===== src/hdl/sync_serial_pkg.sv =====
// constants of the synchronous serial channel control block
package sync_serial_pkg;
    // ****************************************
    // register byte offsets
    // ****************************************
    localparam logic [7:0] off_control = 8'h04;
    localparam logic [7:0] off_tx_buffer = 8'h08;
    localparam logic [7:0] off_rx_buffer = 8'h0c;
    localparam logic [7:0] off_baud_reload = 8'h10;
    localparam logic [7:0] off_error_clear = 8'h14;
    // ****************************************
    // control register fields, programming view
    // ****************************************
    localparam int width_lsb = 0;
    localparam int order_bit = 4;
    localparam int phase_bit = 5;
    localparam int polarity_bit = 6;
    localparam int loopback_bit = 7;
    localparam int check_lsb = 8;
    localparam int auto_restart_bit = 12;
    localparam int master_bit = 14;
    localparam int operate_bit = 15;
    // ****************************************
    // control register fields, operating view
    // ****************************************
    localparam int count_lsb = 16;
    localparam int flag_lsb = 24;
    localparam int busy_bit = 28;
    // error clear register: bits 8..11 map onto flags 0..3
    localparam int clear_lsb = 8;
    // error classes: 0 tx stale, 1 rx overrun, 2 phase slip, 3 rate deviation
    localparam int err_tx = 0;
    localparam int err_rx = 1;
    localparam int err_phase = 2;
    localparam int err_rate = 3;
    // ****************************************
    // reset values and timing
    // ****************************************
    localparam logic [31:0] control_reset = 32'h0000_0000;
    localparam logic [15:0] baud_reset = 16'h0000;
    localparam logic [1:0] phase_win_after = 2'h2;
    localparam int sync_stages = 2;
endpackage : sync_serial_pkg

===== src/hdl/pin_sync.sv =====
// two flip-flop synchroniser for asynchronous pin inputs
`timescale 1ns/1ns
`default_nettype none
module pin_sync #(
    parameter int width = 2
) (
    // clock and reset
    input wire logic hclk,
    input wire logic hresetn,
    // asynchronous levels in, synchronised levels out
    input wire logic [width-1:0] async_in,
    output logic [width-1:0] sync_out
);
    // ****************************************
    // per-bit chain
    // ****************************************
    genvar i;
    generate
        for (i = 0; i < width; i = i + 1) begin : g_bit
            logic meta_ff;
            logic stable_ff;
            // first stage feeds only the second one
            always_ff @(posedge hclk or negedge hresetn) begin
                if (!hresetn) begin
                    meta_ff <= 1'b0;
                    stable_ff <= 1'b0;
                end else begin
                    meta_ff <= async_in[i];
                    stable_ff <= meta_ff;
                end
            end
            assign sync_out[i] = stable_ff;
        end
    endgenerate
endmodule : pin_sync
`default_nettype wire


===== src/hdl/sync_serial_channel.sv =====
// synchronous serial channel: control register, shift engine and ahb-lite slave
//
// What this block does
// - frame is width field plus one, order selectable
// - phase select picks shifting and latching edges
// - polarity select sets idle level, leading edge
// - loopback routes transmit output into receiver
// - four enables gate the four error checks
// - rate error with auto restart aborts channel
// - master drives shift clock, slave receives it
// - programming mode stops transmission and reception
// - operating mode runs, shows status and role
// - register view follows operate bit one write late
// - config fields only accessible in programming view
// - bit count readable only in operating view
// - shift counter steps once per latched bit
// - reserved control bits read zero
// - reset clears control register to zeros
// - busy flag stands through whole transfer
// - data change near latch edge flags phase
// - slave clock off by factor two flags rate
// - writing one to clear bit clears flag
`timescale 1ns/1ns
`default_nettype none
module sync_serial_channel (
    // clock and reset
    input wire logic hclk,
    input wire logic hresetn,
    // ahb-lite slave
    input wire logic hsel,
    input wire logic [31:0] haddr,
    input wire logic [1:0] htrans,
    input wire logic hwrite,
    input wire logic [2:0] hsize,
    input wire logic [31:0] hwdata,
    input wire logic hready,
    output logic [31:0] hrdata,
    output logic hreadyout,
    output logic hresp,
    // shift clock pin
    input wire logic sclk_in,
    output logic sclk_out,
    output logic sclk_oe,
    // serial data pins
    input wire logic serial_in,
    output logic serial_out,
    output logic serial_oe
);
    // ****************************************
    // control and data registers
    // ****************************************
    logic [3:0] width_ff;
    logic order_ff, phase_ff, pol_ff, loop_ff, auto_restart_on_rate_fault_ff, ms_ff, en_ff, view_ff;
    logic [3:0] chk_ff;
    logic [3:0] flags_ff;
    logic [15:0] br_ff, tb_ff, rb_ff;
    logic tb_fresh_ff, rb_full_ff;
    // bus state
    logic wr_ph_ff, rd_wait_ff, rd_ctl_ff;
    logic [7:0] addr_ff;
    logic [31:0] hrdata_ff;
    // engine state
    logic busy_ff, start_ff, sclk_ff;
    logic [4:0] cnt_ff;
    logic [15:0] txs_ff, rxs_ff, baud_ff;
    logic [18:0] per_ff;
    logic rx_d_ff, chg_d_ff;
    logic [1:0] hold_ff;
    // ****************************************
    // pin synchronisation
    // ****************************************
    logic [1:0] pins_sync;
    logic s_sclk_d_ff;
    pin_sync #(.width(sync_serial_pkg::sync_stages)) u_sync (
        .hclk(hclk),
        .hresetn(hresetn),
        .async_in({serial_in, sclk_in}),
        .sync_out(pins_sync)
    );
    wire s_sclk = pins_sync[0];
    wire s_data = pins_sync[1];
    // ****************************************
    // bus decode
    // ****************************************
    wire take = hsel && hready && htrans[1];
    wire wr_ctl = wr_ph_ff && (addr_ff == sync_serial_pkg::off_control);
    wire wr_tb = wr_ph_ff && (addr_ff == sync_serial_pkg::off_tx_buffer);
    wire wr_br = wr_ph_ff && (addr_ff == sync_serial_pkg::off_baud_reload);
    wire wr_clr = wr_ph_ff && (addr_ff == sync_serial_pkg::off_error_clear);
    wire rd_rb = rd_wait_ff && (addr_ff == sync_serial_pkg::off_rx_buffer);
    wire [3:0] clr_bits = wr_clr ? hwdata[sync_serial_pkg::clear_lsb +: 4] : 4'h0;
    // programming view: config fields; operating view: status, count and role
    wire [31:0] ctl_prog = {16'h0000, en_ff, ms_ff, 1'b0, auto_restart_on_rate_fault_ff, chk_ff, loop_ff, pol_ff, phase_ff, order_ff,
        width_ff};
    wire [31:0] ctl_oper = {3'h0, busy_ff, flags_ff, 4'h0, cnt_ff[3:0], en_ff, ms_ff, 14'h0000};
    wire [31:0] ctl_read = view_ff ? ctl_oper : ctl_prog;
    wire [31:0] rd_mux = (addr_ff == sync_serial_pkg::off_control) ? ctl_read :
        (addr_ff == sync_serial_pkg::off_tx_buffer) ? {16'h0000, tb_ff} :
        (addr_ff == sync_serial_pkg::off_rx_buffer) ? {16'h0000, rb_ff} :
        (addr_ff == sync_serial_pkg::off_baud_reload) ? {16'h0000, br_ff} : 32'h0000_0000;
    assign hrdata = hrdata_ff;
    assign hreadyout = !rd_wait_ff;
    assign hresp = 1'b0;
    // ****************************************
    // edge events
    // ****************************************
    wire m_tick = busy_ff && ms_ff && (baud_ff == 16'h0000);
    wire s_edge = !ms_ff && en_ff && (s_sclk != s_sclk_d_ff);
    wire s_lead = s_edge && (s_sclk != pol_ff);
    wire s_go = s_lead && !busy_ff;
    wire lead_ev = (m_tick && (sclk_ff == pol_ff)) || (s_lead && busy_ff) || s_go;
    wire trail_ev = (m_tick && (sclk_ff != pol_ff)) || (s_edge && !s_lead && busy_ff);
    wire latch_ev = phase_ff ? lead_ev : trail_ev;
    wire shift_ev = (phase_ff ? trail_ev : lead_ev) && (cnt_ff != 5'h00 || phase_ff);
    wire [4:0] frame_len = {1'b0, width_ff} + 5'h01;
    wire [4:0] nxt_cnt = latch_ev ? cnt_ff + 5'h01 : cnt_ff;
    wire done_ev = trail_ev && (nxt_cnt == frame_len);
    // ****************************************
    // data paths
    // ****************************************
    wire tx_bit = order_ff ? txs_ff[width_ff] : txs_ff[0];
    wire rx_bit = loop_ff ? tx_bit : s_data;
    wire [15:0] nxt_rxs = order_ff ? {rxs_ff[14:0], rx_bit} : {rx_bit, rxs_ff[15:1]};
    wire [3:0] align = 4'hf - width_ff;
    // stale bits of an earlier, longer frame must stay out of the word
    wire [15:0] word_mask = 16'hffff >> align;
    // with leading-edge latching the last edge is a shift edge, so take the held word
    wire [15:0] rx_src = latch_ev ? nxt_rxs : rxs_ff;
    wire [15:0] rx_word = (order_ff ? rx_src : (rx_src >> align)) & word_mask;
    wire [15:0] nxt_txs = order_ff ? {txs_ff[14:0], 1'b0} : {1'b0, txs_ff[15:1]};
    assign serial_out = tx_bit;
    assign serial_oe = en_ff;
    assign sclk_out = sclk_ff;
    assign sclk_oe = ms_ff;
    // ****************************************
    // error detection
    // ****************************************
    wire chg = (s_data != rx_d_ff);
    wire [18:0] exp_per = {2'b00, br_ff, 1'b0} + 19'h00002;
    wire per_bad = (per_ff > {exp_per[17:0], 1'b0}) || ({per_ff[17:0], 1'b0} < exp_per);
    wire [3:0] err_ev;
    assign err_ev[sync_serial_pkg::err_tx] = chk_ff[0] && s_go && !tb_fresh_ff;
    assign err_ev[sync_serial_pkg::err_rx] = chk_ff[1] && done_ev && rb_full_ff;
    assign err_ev[sync_serial_pkg::err_phase] = chk_ff[2] && busy_ff && !loop_ff &&
        ((latch_ev && (chg || chg_d_ff)) || (hold_ff != 2'h0 && chg));
    assign err_ev[sync_serial_pkg::err_rate] = chk_ff[3] && !ms_ff && busy_ff && cnt_ff != 5'h00 &&
        ((lead_ev && per_bad) || (per_ff > {exp_per[17:0], 1'b0}));
    // auto restart drops the frame; also drop it when leaving operating mode
    wire abort = (auto_restart_on_rate_fault_ff && err_ev[sync_serial_pkg::err_rate]) || !en_ff;
    // ****************************************
    // bus slave
    // ****************************************
    // reads take one wait state so a write just before them is already visible
    always_ff @(posedge hclk or negedge hresetn) begin
        if (!hresetn) begin
            wr_ph_ff <= 1'b0;
            rd_wait_ff <= 1'b0;
            rd_ctl_ff <= 1'b0;
            addr_ff <= 8'h00;
            hrdata_ff <= 32'h0000_0000;
        end else begin
            wr_ph_ff <= take && hwrite;
            rd_wait_ff <= take && !hwrite;
            if (take) begin
                addr_ff <= haddr[7:0];
            end
            if (rd_wait_ff) begin
                hrdata_ff <= rd_mux;
                rd_ctl_ff <= (addr_ff == sync_serial_pkg::off_control);
            end
        end
    end
    // ****************************************
    // control register
    // ****************************************
    always_ff @(posedge hclk or negedge hresetn) begin
        if (!hresetn) begin
            // bit 13 is reserved and has no flop
            {en_ff, ms_ff, auto_restart_on_rate_fault_ff, chk_ff, loop_ff, pol_ff, phase_ff, order_ff, width_ff} <=
                {sync_serial_pkg::control_reset[15:14], sync_serial_pkg::control_reset[12:0]};
            view_ff <= 1'b0;
        end else if (wr_ctl) begin
            view_ff <= en_ff;
            en_ff <= hwdata[sync_serial_pkg::operate_bit];
            ms_ff <= hwdata[sync_serial_pkg::master_bit];
            if (!view_ff) begin
                width_ff <= hwdata[sync_serial_pkg::width_lsb +: 4];
                order_ff <= hwdata[sync_serial_pkg::order_bit];
                phase_ff <= hwdata[sync_serial_pkg::phase_bit];
                pol_ff <= hwdata[sync_serial_pkg::polarity_bit];
                loop_ff <= hwdata[sync_serial_pkg::loopback_bit];
                chk_ff <= hwdata[sync_serial_pkg::check_lsb +: 4];
                auto_restart_on_rate_fault_ff <= hwdata[sync_serial_pkg::auto_restart_bit];
            end
        end
    end
    // ****************************************
    // buffers, baud reload and flags
    // ****************************************
    always_ff @(posedge hclk or negedge hresetn) begin
        if (!hresetn) begin
            br_ff <= sync_serial_pkg::baud_reset;
            tb_ff <= 16'h0000;
            rb_ff <= 16'h0000;
            tb_fresh_ff <= 1'b0;
            rb_full_ff <= 1'b0;
            flags_ff <= 4'h0;
        end else begin
            if (wr_br) begin
                br_ff <= hwdata[15:0];
            end
            if (wr_tb) begin
                tb_ff <= hwdata[15:0];
            end
            tb_fresh_ff <= wr_tb || (tb_fresh_ff && !start_ff && !s_go);
            if (done_ev) begin
                rb_ff <= rx_word;
            end
            rb_full_ff <= done_ev || (rb_full_ff && !rd_rb);
            // a new event beats a clear in the same cycle
            flags_ff <= err_ev | (flags_ff & ~clr_bits);
        end
    end
    // ****************************************
    // shift engine
    // ****************************************
    always_ff @(posedge hclk or negedge hresetn) begin
        if (!hresetn) begin
            busy_ff <= 1'b0;
            start_ff <= 1'b0;
            sclk_ff <= 1'b0;
            cnt_ff <= 5'h00;
            txs_ff <= 16'h0000;
            rxs_ff <= 16'h0000;
            baud_ff <= 16'h0000;
        end else begin
            start_ff <= wr_tb && en_ff && ms_ff && !busy_ff;
            if (abort || done_ev) begin
                busy_ff <= 1'b0;
                cnt_ff <= 5'h00;
                sclk_ff <= pol_ff;
            end else if (!busy_ff && !s_go) begin
                busy_ff <= start_ff;
                sclk_ff <= pol_ff;
                txs_ff <= tb_ff;
                baud_ff <= br_ff;
            end else begin
                busy_ff <= 1'b1;
                cnt_ff <= nxt_cnt;
                if (latch_ev) begin
                    rxs_ff <= nxt_rxs;
                end
                if (shift_ev) begin
                    txs_ff <= nxt_txs;
                end
                if (m_tick) begin
                    sclk_ff <= !sclk_ff;
                    baud_ff <= br_ff;
                end else if (ms_ff) begin
                    baud_ff <= baud_ff - 16'h0001;
                end
            end
        end
    end
    // ****************************************
    // check helpers
    // ****************************************
    always_ff @(posedge hclk or negedge hresetn) begin
        if (!hresetn) begin
            s_sclk_d_ff <= 1'b0;
            rx_d_ff <= 1'b0;
            chg_d_ff <= 1'b0;
            hold_ff <= 2'h0;
            per_ff <= 19'h00000;
        end else begin
            s_sclk_d_ff <= s_sclk;
            rx_d_ff <= s_data;
            chg_d_ff <= chg;
            hold_ff <= latch_ev ? sync_serial_pkg::phase_win_after : (hold_ff != 2'h0 ? hold_ff - 2'h1 : 2'h0);
            // saturating period count between leading edges
            per_ff <= lead_ev ? 19'h00001 : (per_ff != 19'h7ffff ? per_ff + 19'h00001 : per_ff);
        end
    end
    // ****************************************
    // assertions
    // ****************************************
    property p_idle_clock;
        @(posedge hclk) disable iff (!hresetn) (!busy_ff && !$past(busy_ff) && ms_ff && $stable(pol_ff)) |->
            (sclk_out == pol_ff);
    endproperty
    a_idle_clock: assert property (p_idle_clock) else $error("idle master clock not at idle level");
    property p_prog_stops;
        @(posedge hclk) disable iff (!hresetn) !en_ff |=> !busy_ff;
    endproperty
    a_prog_stops: assert property (p_prog_stops) else $error("transfer runs in programming mode");
    property p_busy_start;
        @(posedge hclk) disable iff (!hresetn) (start_ff && en_ff) |=> busy_ff;
    endproperty
    a_busy_start: assert property (p_busy_start) else $error("busy not raised at master start");
    property p_count_bound;
        @(posedge hclk) disable iff (!hresetn) busy_ff |-> (cnt_ff <= frame_len);
    endproperty
    a_count_bound: assert property (p_count_bound) else $error("shift count beyond frame length");
    property p_count_step;
        @(posedge hclk) disable iff (!hresetn) (busy_ff && latch_ev && !done_ev && !abort) |=>
            (cnt_ff == $past(cnt_ff) + 5'h01);
    endproperty
    a_count_step: assert property (p_count_step) else $error("shift count did not step");
    property p_rx_clean;
        @(posedge hclk) disable iff (!hresetn) done_ev |=> ((rb_ff & ~$past(word_mask)) == 16'h0000);
    endproperty
    a_rx_clean: assert property (p_rx_clean) else $error("received word holds bits beyond frame");
    property p_loop;
        @(posedge hclk) disable iff (!hresetn) (loop_ff && busy_ff && latch_ev && !done_ev && !abort) |=>
            ((order_ff ? rxs_ff[0] : rxs_ff[15]) == $past(serial_out));
    endproperty
    a_loop: assert property (p_loop) else $error("loopback not routing transmit output");
    property p_reserved;
        @(posedge hclk) disable iff (!hresetn) (hreadyout && rd_ctl_ff) |->
            (hrdata[13] == 1'b0 && hrdata[23:20] == 4'h0 && hrdata[31:29] == 3'h0);
    endproperty
    a_reserved: assert property (p_reserved) else $error("reserved control bits read nonzero");
    property p_view;
        @(posedge hclk) disable iff (!hresetn) wr_ctl |=> (view_ff == $past(en_ff)) ##1
            ($past(wr_ctl) || view_ff == $past(view_ff));
    endproperty
    a_view: assert property (p_view) else $error("view did not follow previous operate bit");
    property p_clear;
        @(posedge hclk) disable iff (!hresetn) (clr_bits[0] && !err_ev[0]) |=> !flags_ff[0];
    endproperty
    a_clear: assert property (p_clear) else $error("tx stale flag not cleared");
    property p_phase_off;
        @(posedge hclk) disable iff (!hresetn) !chk_ff[2] |=> !$rose(flags_ff[2]);
    endproperty
    a_phase_off: assert property (p_phase_off) else $error("phase flag set while check disabled");
    property p_auto_restart;
        @(posedge hclk) disable iff (!hresetn) (auto_restart_on_rate_fault_ff && err_ev[3]) |=> (!busy_ff && cnt_ff == 5'h00);
    endproperty
    a_auto_restart: assert property (p_auto_restart) else $error("rate fault did not restart channel");
    property p_role_pin;
        @(posedge hclk) disable iff (!hresetn) (m_tick && !abort) |=> (sclk_oe && sclk_out != $past(sclk_out));
    endproperty
    a_role_pin: assert property (p_role_pin) else $error("clock pin drive does not follow role");
endmodule : sync_serial_channel
`default_nettype wire


===== config.mk =====
export PLATFORM = sky130hd
export DESIGN_NAME = sync_serial_channel
export DESIGN_NICKNAME = d
export VERILOG_FILES = /design/src/hdl/sync_serial_pkg.sv /design/src/hdl/pin_sync.sv /design/src/hdl/sync_serial_channel.sv
export SDC_FILE = /design/constraint.sdc
export NUM_CORES = 1
export LEC_CHECK = 0
export ABC_AREA = 1
export ABC_CLOCK_PERIOD_IN_PS = 8730
export BUFFER_PORTS_ARGS = -buffer_cell sky130_fd_sc_hd__buf_2
export CAP_MARGIN = 20
export CORE_MARGIN = 5
export CORE_UTILIZATION = 55
export DETAILED_ROUTE_END_ITERATION = 10
export MAX_ROUTING_LAYER = met4
export PLACE_DENSITY_LB_ADDON = 0.2
export SLEW_MARGIN = 20
export SYNTH_ARGS = -nofsm -noshare
export SYNTH_HDL_FRONTEND = slang
export SYNTH_SLANG_ARGS = --single-unit

===== constraint.sdc =====
create_clock -name hclk -period 8.73 [get_ports hclk]
set_input_delay 1.746 -clock hclk [delete_from_list [all_inputs] [get_ports hclk]]
set_output_delay 1.746 -clock hclk [all_outputs]
set_load 0.02 [all_outputs]

==> results.md, run 1 <==
- For this design the top-level I/O count stands at 114.
- The clock reaches the later pin of the worst-skew pair after 440 ps.
- Once the floorplan was initialized, standard cells occupied 56.0% of the core.
- The first global-routing pass estimated 54100 um of wire.
- After floorplanning, the core was divided into 53 placement rows.
- The port buffer count is 61.
- After detailed placement, the design holds a cell count of 1852.
- The number of antenna cells inserted is 0.
- The number of setup buffers added after CTS is 0.
- The clock-pin slew of the registers on the worst-case setup and hold paths is 70 ps.
- The synthesized design contains 189 register bits.
- The worst-margin pin slew is 1070 ps.
- The critical path goes through inv_1, nand3_1, nand3_1, nand2_1, nor2_1, a21boi_0, buf_2.
- The flow ran to the end, and the final reports show no timing, DRC or antenna violations.
- In this run, post-CTS repair resized a total of 0 instances.
- For the final database, setup skew stands at 14.5 ps.
- The category of the worst setup path capture point is an output port.
- Sequential elements use 40.0% of the synthesized area.
- Buffers inserted to repair hold after CTS numbered 0.
- The number of non-filler instances in the completed layout is 1884.
- In this run, the number of DRC markers left after iteration 0 of detailed routing was 1021.
- The via count of the first global-routing pass was 10000.
- The maximum vdd drop is 0.134 mV.
- STA classifies the critical path startpoint as a register.
- STA puts the critical path data required time at 6980 ps.
- The critical path is of the register to output port type.
- The power density over cell area is 220 nW/um^2.
- Headroom to the max-slew limit came out at 28.5%.
- The weighted congestion at the end of routability-driven global placement is 0.994.
- The count of pins over their slew limit came to 0.
- The area of the mapped netlist is 11800 um^2.
- Dividing the detail-routed via count by the number of cells gives 5.73.
- The number of cells on the worst reg-to-reg path is 23.
- After detailed routing, the number of remaining DRC violations is 0.
- After synthesis, the mean cell area works out to 7.54 um^2.
- Timing would allow up to 214 MHz.
- The clock tree root driver cell is clkbuf_16.
- After synthesis, the share of flip-flops with an asynchronous set or reset is 100%.
- The aggregate negative setup slack is 0 ps.
- The per-cell routed wire length is 18.1 um.
- The final total power is 2.83 mW.
- The overall fraction of global-route tracks in use is 28.9%.
- The number of max-cap violations is 0.
- In this run the vertical extent of the chip is 157 um.
- The number of buffers and inverters on the critical path is 2.
- The number of standard cells after synthesis is 1566.
- The total wirelength of the detailed-routed design is 34000 um.
- The number of nets with antenna violations after routing is 0.
- The family with the most delay on the worst path is flip-flops.
- The layout cell share with drive strength beyond 1 is 12.0%.
- The tightest min-delay check is of the register to register type.
- The net count reported at finish is 1711.
- The number of distinct library cells after synthesis is 54.
- The die area is 24500 um^2.
- Entering global routing, the biggest net connects 72 pins.
- The routed design could run at a clock period as short as 4670 ps.
- The largest fanout on the critical path is 24.
- The critical path crosses 7 cells after its start point.
- Setup repair after global routing left no endpoint under its margin.
- The core area is 21100 um^2.
- Global routing finished with a remaining overflow of 0.
- The largest incremental delay on the critical path is 960 ps.
- The area added between synthesis and finish is 8.77%.
- Final hold analysis gives a worst-case slack of 354 ps.
- In this run the number of H-tree levels came out at 4.
- The cell at the slowest stage of the critical path is dfrtp_1.
- The placed wire-length estimate is 24900 um.
- The final hold violation count was 0.
- The leakage power total is 6.54 nW.
- The via total after detailed routing is 10800.
- The number of cells traversed by the worst hold path is 0.
- The clock tree buffer depth is 2.
- The library cells used most frequently in the layout, excluding fill and tap cells, are 443 x nand2_1, 189 x dfrtp_1, 171 x inv_1.
- Clock tree synthesis inserted a total of 17 buffers.
- The critical path's most frequent cell is nand3_1.
- The number of enable flip-flop cells after synthesis is 0.
- Setup violations remaining at the end of the flow were counted as 0.
- TritonCTS built the clock tree.
- The portion of the clock cycle consumed by the worst path in the final layout is 53.5%.
- The most instantiated flip-flop cell in the synthesis netlist is dfrtp_1.
- The initial antenna violation count is 0.
- The most common cell after layout, fill and taps aside is nand2_1.
- Data arrives at the worst endpoint at 2930 ps.
- The reg-to-reg setup timing slack is 4310 ps.
- The clock net in this run drives a total of 189 sinks.
- Cells fill 60.9% of the core in the end.
- The floorplan die width is 157 um.
- The number of detailed-routing iterations run before antenna repair is 8.
- The total of warnings raised by yosys is 0.
power by group:
part	internal [mW]	leakage [nW]	switching, mW
sequential	0.991	2.15	0.129
clock	0.470	0.311	0.377
combinational	0.306	4.07	0.558
total	1.77	6.54	1.06
flip-flops by register name, summed over array words and instances (netlist names), 5 cells and up:
| name | cells |
|---|---|
| txs_ff | 16 |
| rb_ff | 16 |
| per_ff | 19 |
| cnt_ff | 5 |
| br_ff | 16 |
| baud_ff | 16 |
| rxs_ff | 16 |
| addr_ff | 8 |
| hrdata | 25 |
| tb_ff | 16 |
cells by family (layout without fill, tap and decap cells):
| kind of cell | after synthesis | after routing | synth area share [%] |
|---|---|---|---|
| simple gates | 748 | 748 | 28.1 |
| xor+xnor | 32 | 32 | 2.44 |
| fa+ha+maj | 39 | 39 | 4.13 |
| flops | 189 | 189 | 40.0 |
| mux | 7 | 7 | 0.646 |
| buf+inv | 248 | 284 | 8.95 |
| compound gates | 302 | 302 | 15.7 |
| other cells | 1 | 8 | 0.0317 |
worst paths after layout:
path	start	to
worst max-delay path	width_ff[1]$_DFFE_PN0P_	serial_out
worst min-delay path	u_sync.g_bit[1].meta_ff$_DFF_PN0_	u_sync.g_bit[1].stable_ff$_DFF_PN0_
worst max register to register	br_ff[2]$_DFFE_PN0P_	txs_ff[8]$_DFFE_PN0P_
worst min register to register	u_sync.g_bit[1].meta_ff$_DFF_PN0_	u_sync.g_bit[1].stable_ff$_DFF_PN0_
max in group asynchronous	hresetn	rb_ff[5]$_DFFE_PN0P_
min in group asynchronous	hresetn	per_ff[5]$_DFFE_PN0P_
metrics by stage:
stage,worst slack [ps],area (um^2)
floorplan,5360,11800
detailed placement,4410,12200
global route,3880,12800
CTS,4150,12800
global placement,4420,12200
finish,4060,12800
cell type report:
| type | count | area, um^2 |
|---|---|---|
| clock inverter | 14 | 196 |
| inverter | 179 | 672 |
| sequential | 189 | 4730 |
| fill | 1935 | 8240 |
| timing repair buffer | 73 | 404 |
| multi-input combinational | 1136 | 6060 |
| tap | 275 | 344 |
| clock buffer | 18 | 439 |
cells in the mapped netlist (all sizes together) (4+ instances only):
master | count | area share (%)
nand2 | 446 | 14
o21ai | 198 | 9.9
dfrtp | 189 | 40
inv | 177 | 5.6
nand3 | 130 | 6.3
nor2 | 103 | 3.8
a21oi | 42 | 1.8
ha | 39 | 4.1
clkbuf | 37 | 1.2
buf | 32 | 2.1
nand4 | 29 | 1.6
o211ai | 26 | 1.7
xor2 | 22 | 1.6
nor3 | 21 | 1.1
xnor2 | 10 | 0.81
nor4 | 9 | 0.48
a221oi | 8 | 0.59
a31oi | 7 | 0.37
a211oi | 5 | 0.32
mux2 | 5 | 0.48
nand3b | 4 | 0.25
o31ai | 4 | 0.25
metal layers:
| layer | wire length (um) | vias to the layer above | track usage [%] |
|---|---|---|---|
| met5 | 0 | - | - |
| met4 | 1150 | 0 | 9.55 |
| met3 | 1950 | 73 | 4.12 |
| met2 | 16400 | 360 | 46.8 |
| met1 | 14500 | 5145 | 37.8 |
| li1 | - | 5218 | - |
Note: power is estimated with default switching activity, not from simulation.
==> run 2: changes to the inputs <==
ABC_CLOCK_PERIOD_IN_PS = 4600   (was 8730)
clock period = 4.6 ns   (was 8.73 ns; I/O delays follow)
==> results.md, run 2 (same netlist as run 1, synthesis figures left out) <==
- Using the TritonRoute via totals, the vias-per-cell ratio works out to 5.72.
- After layout, the minimum clock period comes to 4120 ps.
- The total wirelength of the detailed-routed design is 34000 um.
- The top cell types in the final layout, fill and taps aside, are 443 x nand2_1, 189 x dfrtp_1, 171 x inv_1.
- The total clock buffers created by CTS is 17.
- At the end of routability-driven placement, the weighted congestion stood at 0.968.
- The portion of the clock cycle consumed by the worst path in the final layout is 89.5%.
- Max-cap violations in this run came to 0.
- The signal arrival time at the worst endpoint is 4490 ps.
- The area added between synthesis and finish is 8.92%.
- The run finished with clean final reports.
- The port buffer count is 61.
- Among cell families on the critical path, the largest total delay comes from simple AND/OR/NAND/NOR gates.
- Summed over all cells, the static leakage comes to 6.55 nW.
- The category of the worst setup path capture point is a register.
- The H-tree was split into 4 levels.
- The cell at the slowest stage of the critical path is dfrtp_1.
- The clock skew after layout is 10.9 ps.
- The most common cell after layout, fill and taps aside is nand2_1.
- STA classifies the critical path startpoint as a register.
- The pin count of the biggest net entering global routing is 109.
- The via total after detailed routing is 10800.
- The worst-case headroom to the max-slew limit is 28.0%.
- The clock passes through at most 2 buffers.
- The overall fraction of global-route tracks in use is 29.4%.
- The DRC violation total after the first TritonRoute iteration is 1045.
- The largest incremental delay on the critical path is 490 ps.
- The startpoint-to-endpoint class of the critical path is register to register.
- The number of detailed-routing iterations run before antenna repair is 6.
- The count of final setup violators is 0.
- Summed over all failing endpoints, the final setup total negative slack is 0 ps.
- The net count reported at finish is 1717.
- The cell that appears most often on the critical path is nand2_1.
- Tracing the worst setup path back leads to its startpoint at br_ff[0]$_DFFE_PN0P_.
- Hold repair after CTS inserted 0 buffers.
- The signal on the critical path passes through inv_1, nor3_4, nand3_1, nor4_1, buf_4, xor2_1, ha_1, a21oi_1, o21a_1, nand2_1, nor2_1, nand2_1, nand2_1, nand2_1, nand2_1, nand2_1, nand2_1, nand2_1, nand2_1, nand3_4, nand3_4, buf_4, nand2_1, o21ai_2.
- The floorplan step defined a die boundary enclosing 24500 um^2.
- The detail route stage leaves a number of antenna-violating nets equal to 0.
- Clock-pin slew was measured on the worst setup and hold paths at 80 ps.
- The largest fanout on the critical path is 32.
- The maximum vdd drop is 0.264 mV.
- The via count of the first global-routing pass is 10200.
- Dividing the detail-routed wire length by the instance count gives 18.0 um.
- For this configuration, the core starts out at a cell density of 56.0%.
- The startpoint of the lowest-slack hold path is u_sync.g_bit[1].meta_ff$_DFF_PN0_.
- Row generation in the floorplan step produced 53 rows.
- The clock latency on the worst-skew pair is 450 ps.
- The final hold violation count is 0.
- For the pin with the worst max-slew slack, the measured transition is 1080 ps.
- The region available for standard cell placement spans 21100 um^2.
- The initial antenna violation count is 1.
- The CTS tree is built.
- Setup repair after global routing left no endpoint under its margin.
- In this run, post-CTS repair resized a total of 0 instances.
- The critical path contains buffers and inverters numbering 3 combined.
- Counting every sink on the clock net gives 189.
- The clock tree root driver cell is clkbuf_16.
- The number of flip-flops in the largest register is 25.
- The reg-to-reg startpoint is br_ff[0]$_DFFE_PN0P_.
- Power spread over the standard cell area amounts to 412 nW/um^2.
- Derived from the worst setup path, the maximum achievable clock frequency is 243 MHz.
- The first-pass GRT wire length is 55100 um.
- For the worst setup path, the data required time is 4980 ps.
- In the routed design, unresolved DRC markers number 0.
- The share of the core filled with cells is 61.0%.
- Post-CTS timing repair inserted 0 buffers for setup.
- The post-route netlist has 12.3% of its cells at a drive strength greater than 1.
- The floorplan step set the die height to 157 um.
- The floorplan die width is 157 um.
- After global routing the overflow that remains totals 0.
- The I/O pin count is 114.
- The count of pins over their slew limit is 0.
- The placed wire-length estimate is 25100 um.
- The min-delay analysis places its worst path in the category register to register.
## run 2: cell types whose count changed in the layout (fill, tap and decap cells not counted), sizes merged
cell	before	now
clkbuf	19	18
clkinvlp	0	1
inv	183	187
clkinv	7	6
buf	72	78
diode	0	1
bufinv	3	0
## run 2: worst paths after layout
path                       slack [ps]  cells past startpoint                                   to
max                               480                     24               txs_ff[10]$_DFFE_PN0P_
min                               350                      0  u_sync.g_bit[1].stable_ff$_DFF_PN0_
max reg2reg                       480                     24               txs_ff[10]$_DFFE_PN0P_
min reg2reg                       350                      0  u_sync.g_bit[1].stable_ff$_DFF_PN0_
max in group asynchronous        3130                      2                   chg_d_ff$_DFF_PN0_
min in group asynchronous         550                      1                per_ff[8]$_DFFE_PN0P_
## run 2: report_power, final
group / internal, mW / leakage (nW) / switching, mW / total [mW]
sequential: 1.88 / 2.15 / 0.244 / 2.12
clock: 0.736 / 0.289 / 0.772 / 1.51
combinational: 0.591 / 4.10 / 1.07 / 1.67
## run 2: final cells by class
type	count	area, um^2
multi-input combinational	1136	6060
sequential	189	4730
tap	275	344
clock inverter	15	168
inverter	179	672
timing repair buffer	79	462
clock buffer	17	425
fill	1987	8220
antenna	1	2.50
## run 2: per-layer routing
layer / track usage (%) / wire [um]
met5: - / 0
met2: 46.5 / 16200
met4: 9.63 / 1200
met1: 39.3 / 14500
met3: 4.31 / 2140
## run 2: through the flow
step	std cells	setup slack [ps]	area, um^2	hold WS, ps	power (mW)
2_1_floorplan	1573	1470	11800	331	3.39
3_3_place_gp	1858	619	12300	332	3.75
3_5_place_dp	1858	561	12300	339	3.81
4_1_cts	1890	501	12900	358	5.31
5_1_grt	1891	259	12900	369	5.66
6_report	1891	484	12900	354	5.30
==> run 3: changes to the inputs <==
BUFFER_PORTS_ARGS = -buffer_cell sky130_fd_sc_hd__buf_4   (was -buffer_cell sky130_fd_sc_hd__buf_2)
GPL_TIMING_DRIVEN = 0   (was default)
==> results.md, run 3 (same netlist as run 1, synthesis figures left out) <==
- The flow ran to the end, and the final reports show no timing, DRC or antenna violations.
- The via total after detailed routing is 11200.
- The overall fraction of global-route tracks in use is 32.1%.
- The worst register-to-register path ends at txs_ff[9]$_DFFE_PN0P_.
- The weighted congestion at the end of routability-driven global placement is 0.995.
- The signal arrival time at the worst endpoint is 4370 ps.
- The DRC violation total after the first TritonRoute iteration is 1172.
- The clock tree synthesis step divided the H-tree into 4 levels.
- The row count is 53.
- Along the worst hold path, the cell count comes to 0.
- The setup path with the least slack is of type register to register.
- Clock tree synthesis found a total of 189 sinks.
- The clock latency on the worst-skew pair is 440 ps.
- After clock tree synthesis, the setup repair step added 0 buffers.
- The final hold violation count came to 0.
- The startpoint type of the worst setup path is a register.
- The startpoint of the lowest-slack hold path is u_sync.g_bit[1].meta_ff$_DFF_PN0_.
- The portion of the clock cycle consumed by the worst path in the final layout is 87.0%.
- The clock tree buffer depth is 2.
- During placement, the flow inserted port buffers numbering 61.
- Using the TritonRoute via totals, the vias-per-cell ratio works out to 5.77.
- The leakage power total is 6.70 nW.
- The worst register-to-register path has a depth of 23.
- The initial antenna violation count is 0.
- The CTS tree is built.
- At the worst endpoint, the required time is 4970 ps.
- The clock-pin slew of the registers on the worst-case setup and hold paths is 80 ps.
- The number of max-cap violations is 0.
- The number of flip-flops in the largest register is 25.
- Across the VDD grid, the largest voltage drop is 0.271 mV.
- The worst-case hold path end point is u_sync.g_bit[1].stable_ff$_DFF_PN0_.
- The die is 157 um wide.
- The most common cell after layout, fill and taps aside is nand2_1.
- In the layout the commonest cells are 443 x nand2_1, 189 x dfrtp_1, 171 x inv_1.
- The number of buffers added to fix hold violations after cts is 0.
- The clock skew after layout is 16.0 ps.
- The number of detailed-routing iterations run before antenna repair is 5.
- Summed over all failing endpoints, the final setup total negative slack is 0 ps.
- Setup repair after global routing left no endpoint under its margin.
- Once the floorplan was initialized, standard cells occupied 56.0% of the core.
- The final global-route overflow total is 0.
- The largest incremental delay on the critical path is 560 ps.
- The count of pins over their slew limit is 0.
- The first-pass GRT wire length is 59400 um.
- In this run the remaining antenna-violating nets after routing total 0.
- The critical path goes through inv_1, nor3_4, nand3_1, nor4_2, xor2_1, ha_1, a21oi_1, o21a_1, nand2_1, nor2_1, nand2_1, nand2_1, nand2_1, nand2_1, nand2_1, nand2_1, nand2_1, nand2_1, nand3_4, nand3_4, buf_4, nand2_1, o21ai_2.
- On the final layout, the worst hold slack is 358 ps.
- The clock tree root driver cell is clkbuf_16.
- 114 I/O pins were placed.
- STA classifies the critical path endpoint as a register.
- The net count reported at finish is 1769.
- The y dimension of the die is 157 um.
- Cells with a size suffix above 1 make up 12.4% of the layout.
- The die area is 24500 um^2.
- At the pin with the least slew margin, the transition time is 1190 ps.
- In this run the worst path has a maximum fanout of 10.
- The placed wire-length estimate is 29100 um.
- The region available for standard cell placement spans 21100 um^2.
- In this run, post-CTS repair resized a total of 0 instances.
- The worst-case headroom to the max-slew limit is 20.1%.
- Entering global routing, the biggest net connects 100 pins.
- The area added between synthesis and finish is 12.5%.
- The per-cell routed wire length is 19.3 um.
- The tightest min-delay check is of the register to register type.
- In this run the power density over the cells is 410 nW/um^2.
- The critical path's most frequent cell is nand2_1.
- The reg-to-reg setup timing slack is 600 ps.
- The final routed DRC violation total is 0.
- The via count of the first global-routing pass is 10800.
- The reg-to-reg startpoint is br_ff[2]$_DFFE_PN0P_.
- Summed over all layers, the routed wires come to 37400 um.
- The total clock buffers created by CTS is 17.
- The final critical delay including setup and external delays is 4000 ps.
- Timing would allow up to 250 MHz.
- Setup violations remaining at the end of the flow were counted as 0.
- The largest individual stage delay along the critical path comes from the cell dfrtp_1.
[run 3: cell count changes in the layout (fill, tap and decap cells not counted), sizes merged]
cell	change
clkbuf	+38
inv	-1
buf	+16
bufinv	+1
clkinv	-2
[run 3: area by class of cell]
class	instances	area, um^2
Inverter	179	672
Multi-Input combinational cell	1136	6060
Antenna cell	1	2.50
Sequential cell	189	4730
Fill cell	1868	7800
Timing Repair Buffer	62	493
Clock inverter	13	144
Clock buffer	19	453
Tap cell	275	344
Buffer	69	385
[run 3: critical path, delay by kind of cell, from the launching register on]
kind / cells / cell delay, ps
compound gates: 3 / 370
xor+xnor: 1 / 290
fa+ha+maj: 1 / 290
buf+inv: 2 / 390
flops: 1 / 560
simple gates: 16 / 2010
[run 3: through the flow]
| step | power, mW | area, um^2 | setup WS (ps) | utilization (%) | instances |
|---|---|---|---|---|---|
| after floorplan | 3.39 | 11800 | 1470 | - | 1573 |
| after global placement | 3.87 | 12600 | 542 | 59.9 | 1909 |
| after detailed placement | 3.92 | 12700 | 476 | 60.1 | 1910 |
| after CTS | 5.45 | 13300 | 462 | 63.0 | 1942 |
| after global routing | 5.79 | 13300 | 161 | 63.0 | 1942 |
| final | 5.44 | 13300 | 596 | 63.0 | 1943 |
[run 3: routing by layer]
| layer | up-vias | wire (um) | global-route usage [%] |
|---|---|---|---|
| met1 | 5288 | 15100 | 39.9 |
| met2 | 470 | 18200 | 51.9 |
| met3 | 101 | 2580 | 6.44 |
| met5 | - | 0 | - |
| li1 | 5348 | - | - |
| met4 | 0 | 1570 | 12.4 |
[run 3: how the worst max path moves through the flow]
stage | from | end | slack (ps)
2_1_floorplan | br_ff[2]$_DFFE_PN0P_ | baud_ff[7]$_DFFE_PN0P_ | 1470
3_3_place_gp | br_ff[2]$_DFFE_PN0P_ | txs_ff[8]$_DFFE_PN0P_ | 540
3_5_place_dp | br_ff[2]$_DFFE_PN0P_ | txs_ff[9]$_DFFE_PN0P_ | 480
4_1_cts | br_ff[2]$_DFFE_PN0P_ | txs_ff[9]$_DFFE_PN0P_ | 460
5_1_grt | br_ff[2]$_DFFE_PN0P_ | txs_ff[9]$_DFFE_PN0P_ | 160
6_report | br_ff[2]$_DFFE_PN0P_ | txs_ff[9]$_DFFE_PN0P_ | 600
[run 3: power breakdown]
group | total [mW] | internal, mW | switching, mW | leakage (nW)
Combinational | 1.79 | 0.648 | 1.14 | 4.25
Clock | 1.53 | 0.803 | 0.727 | 0.293
Sequential | 2.13 | 1.88 | 0.248 | 2.15
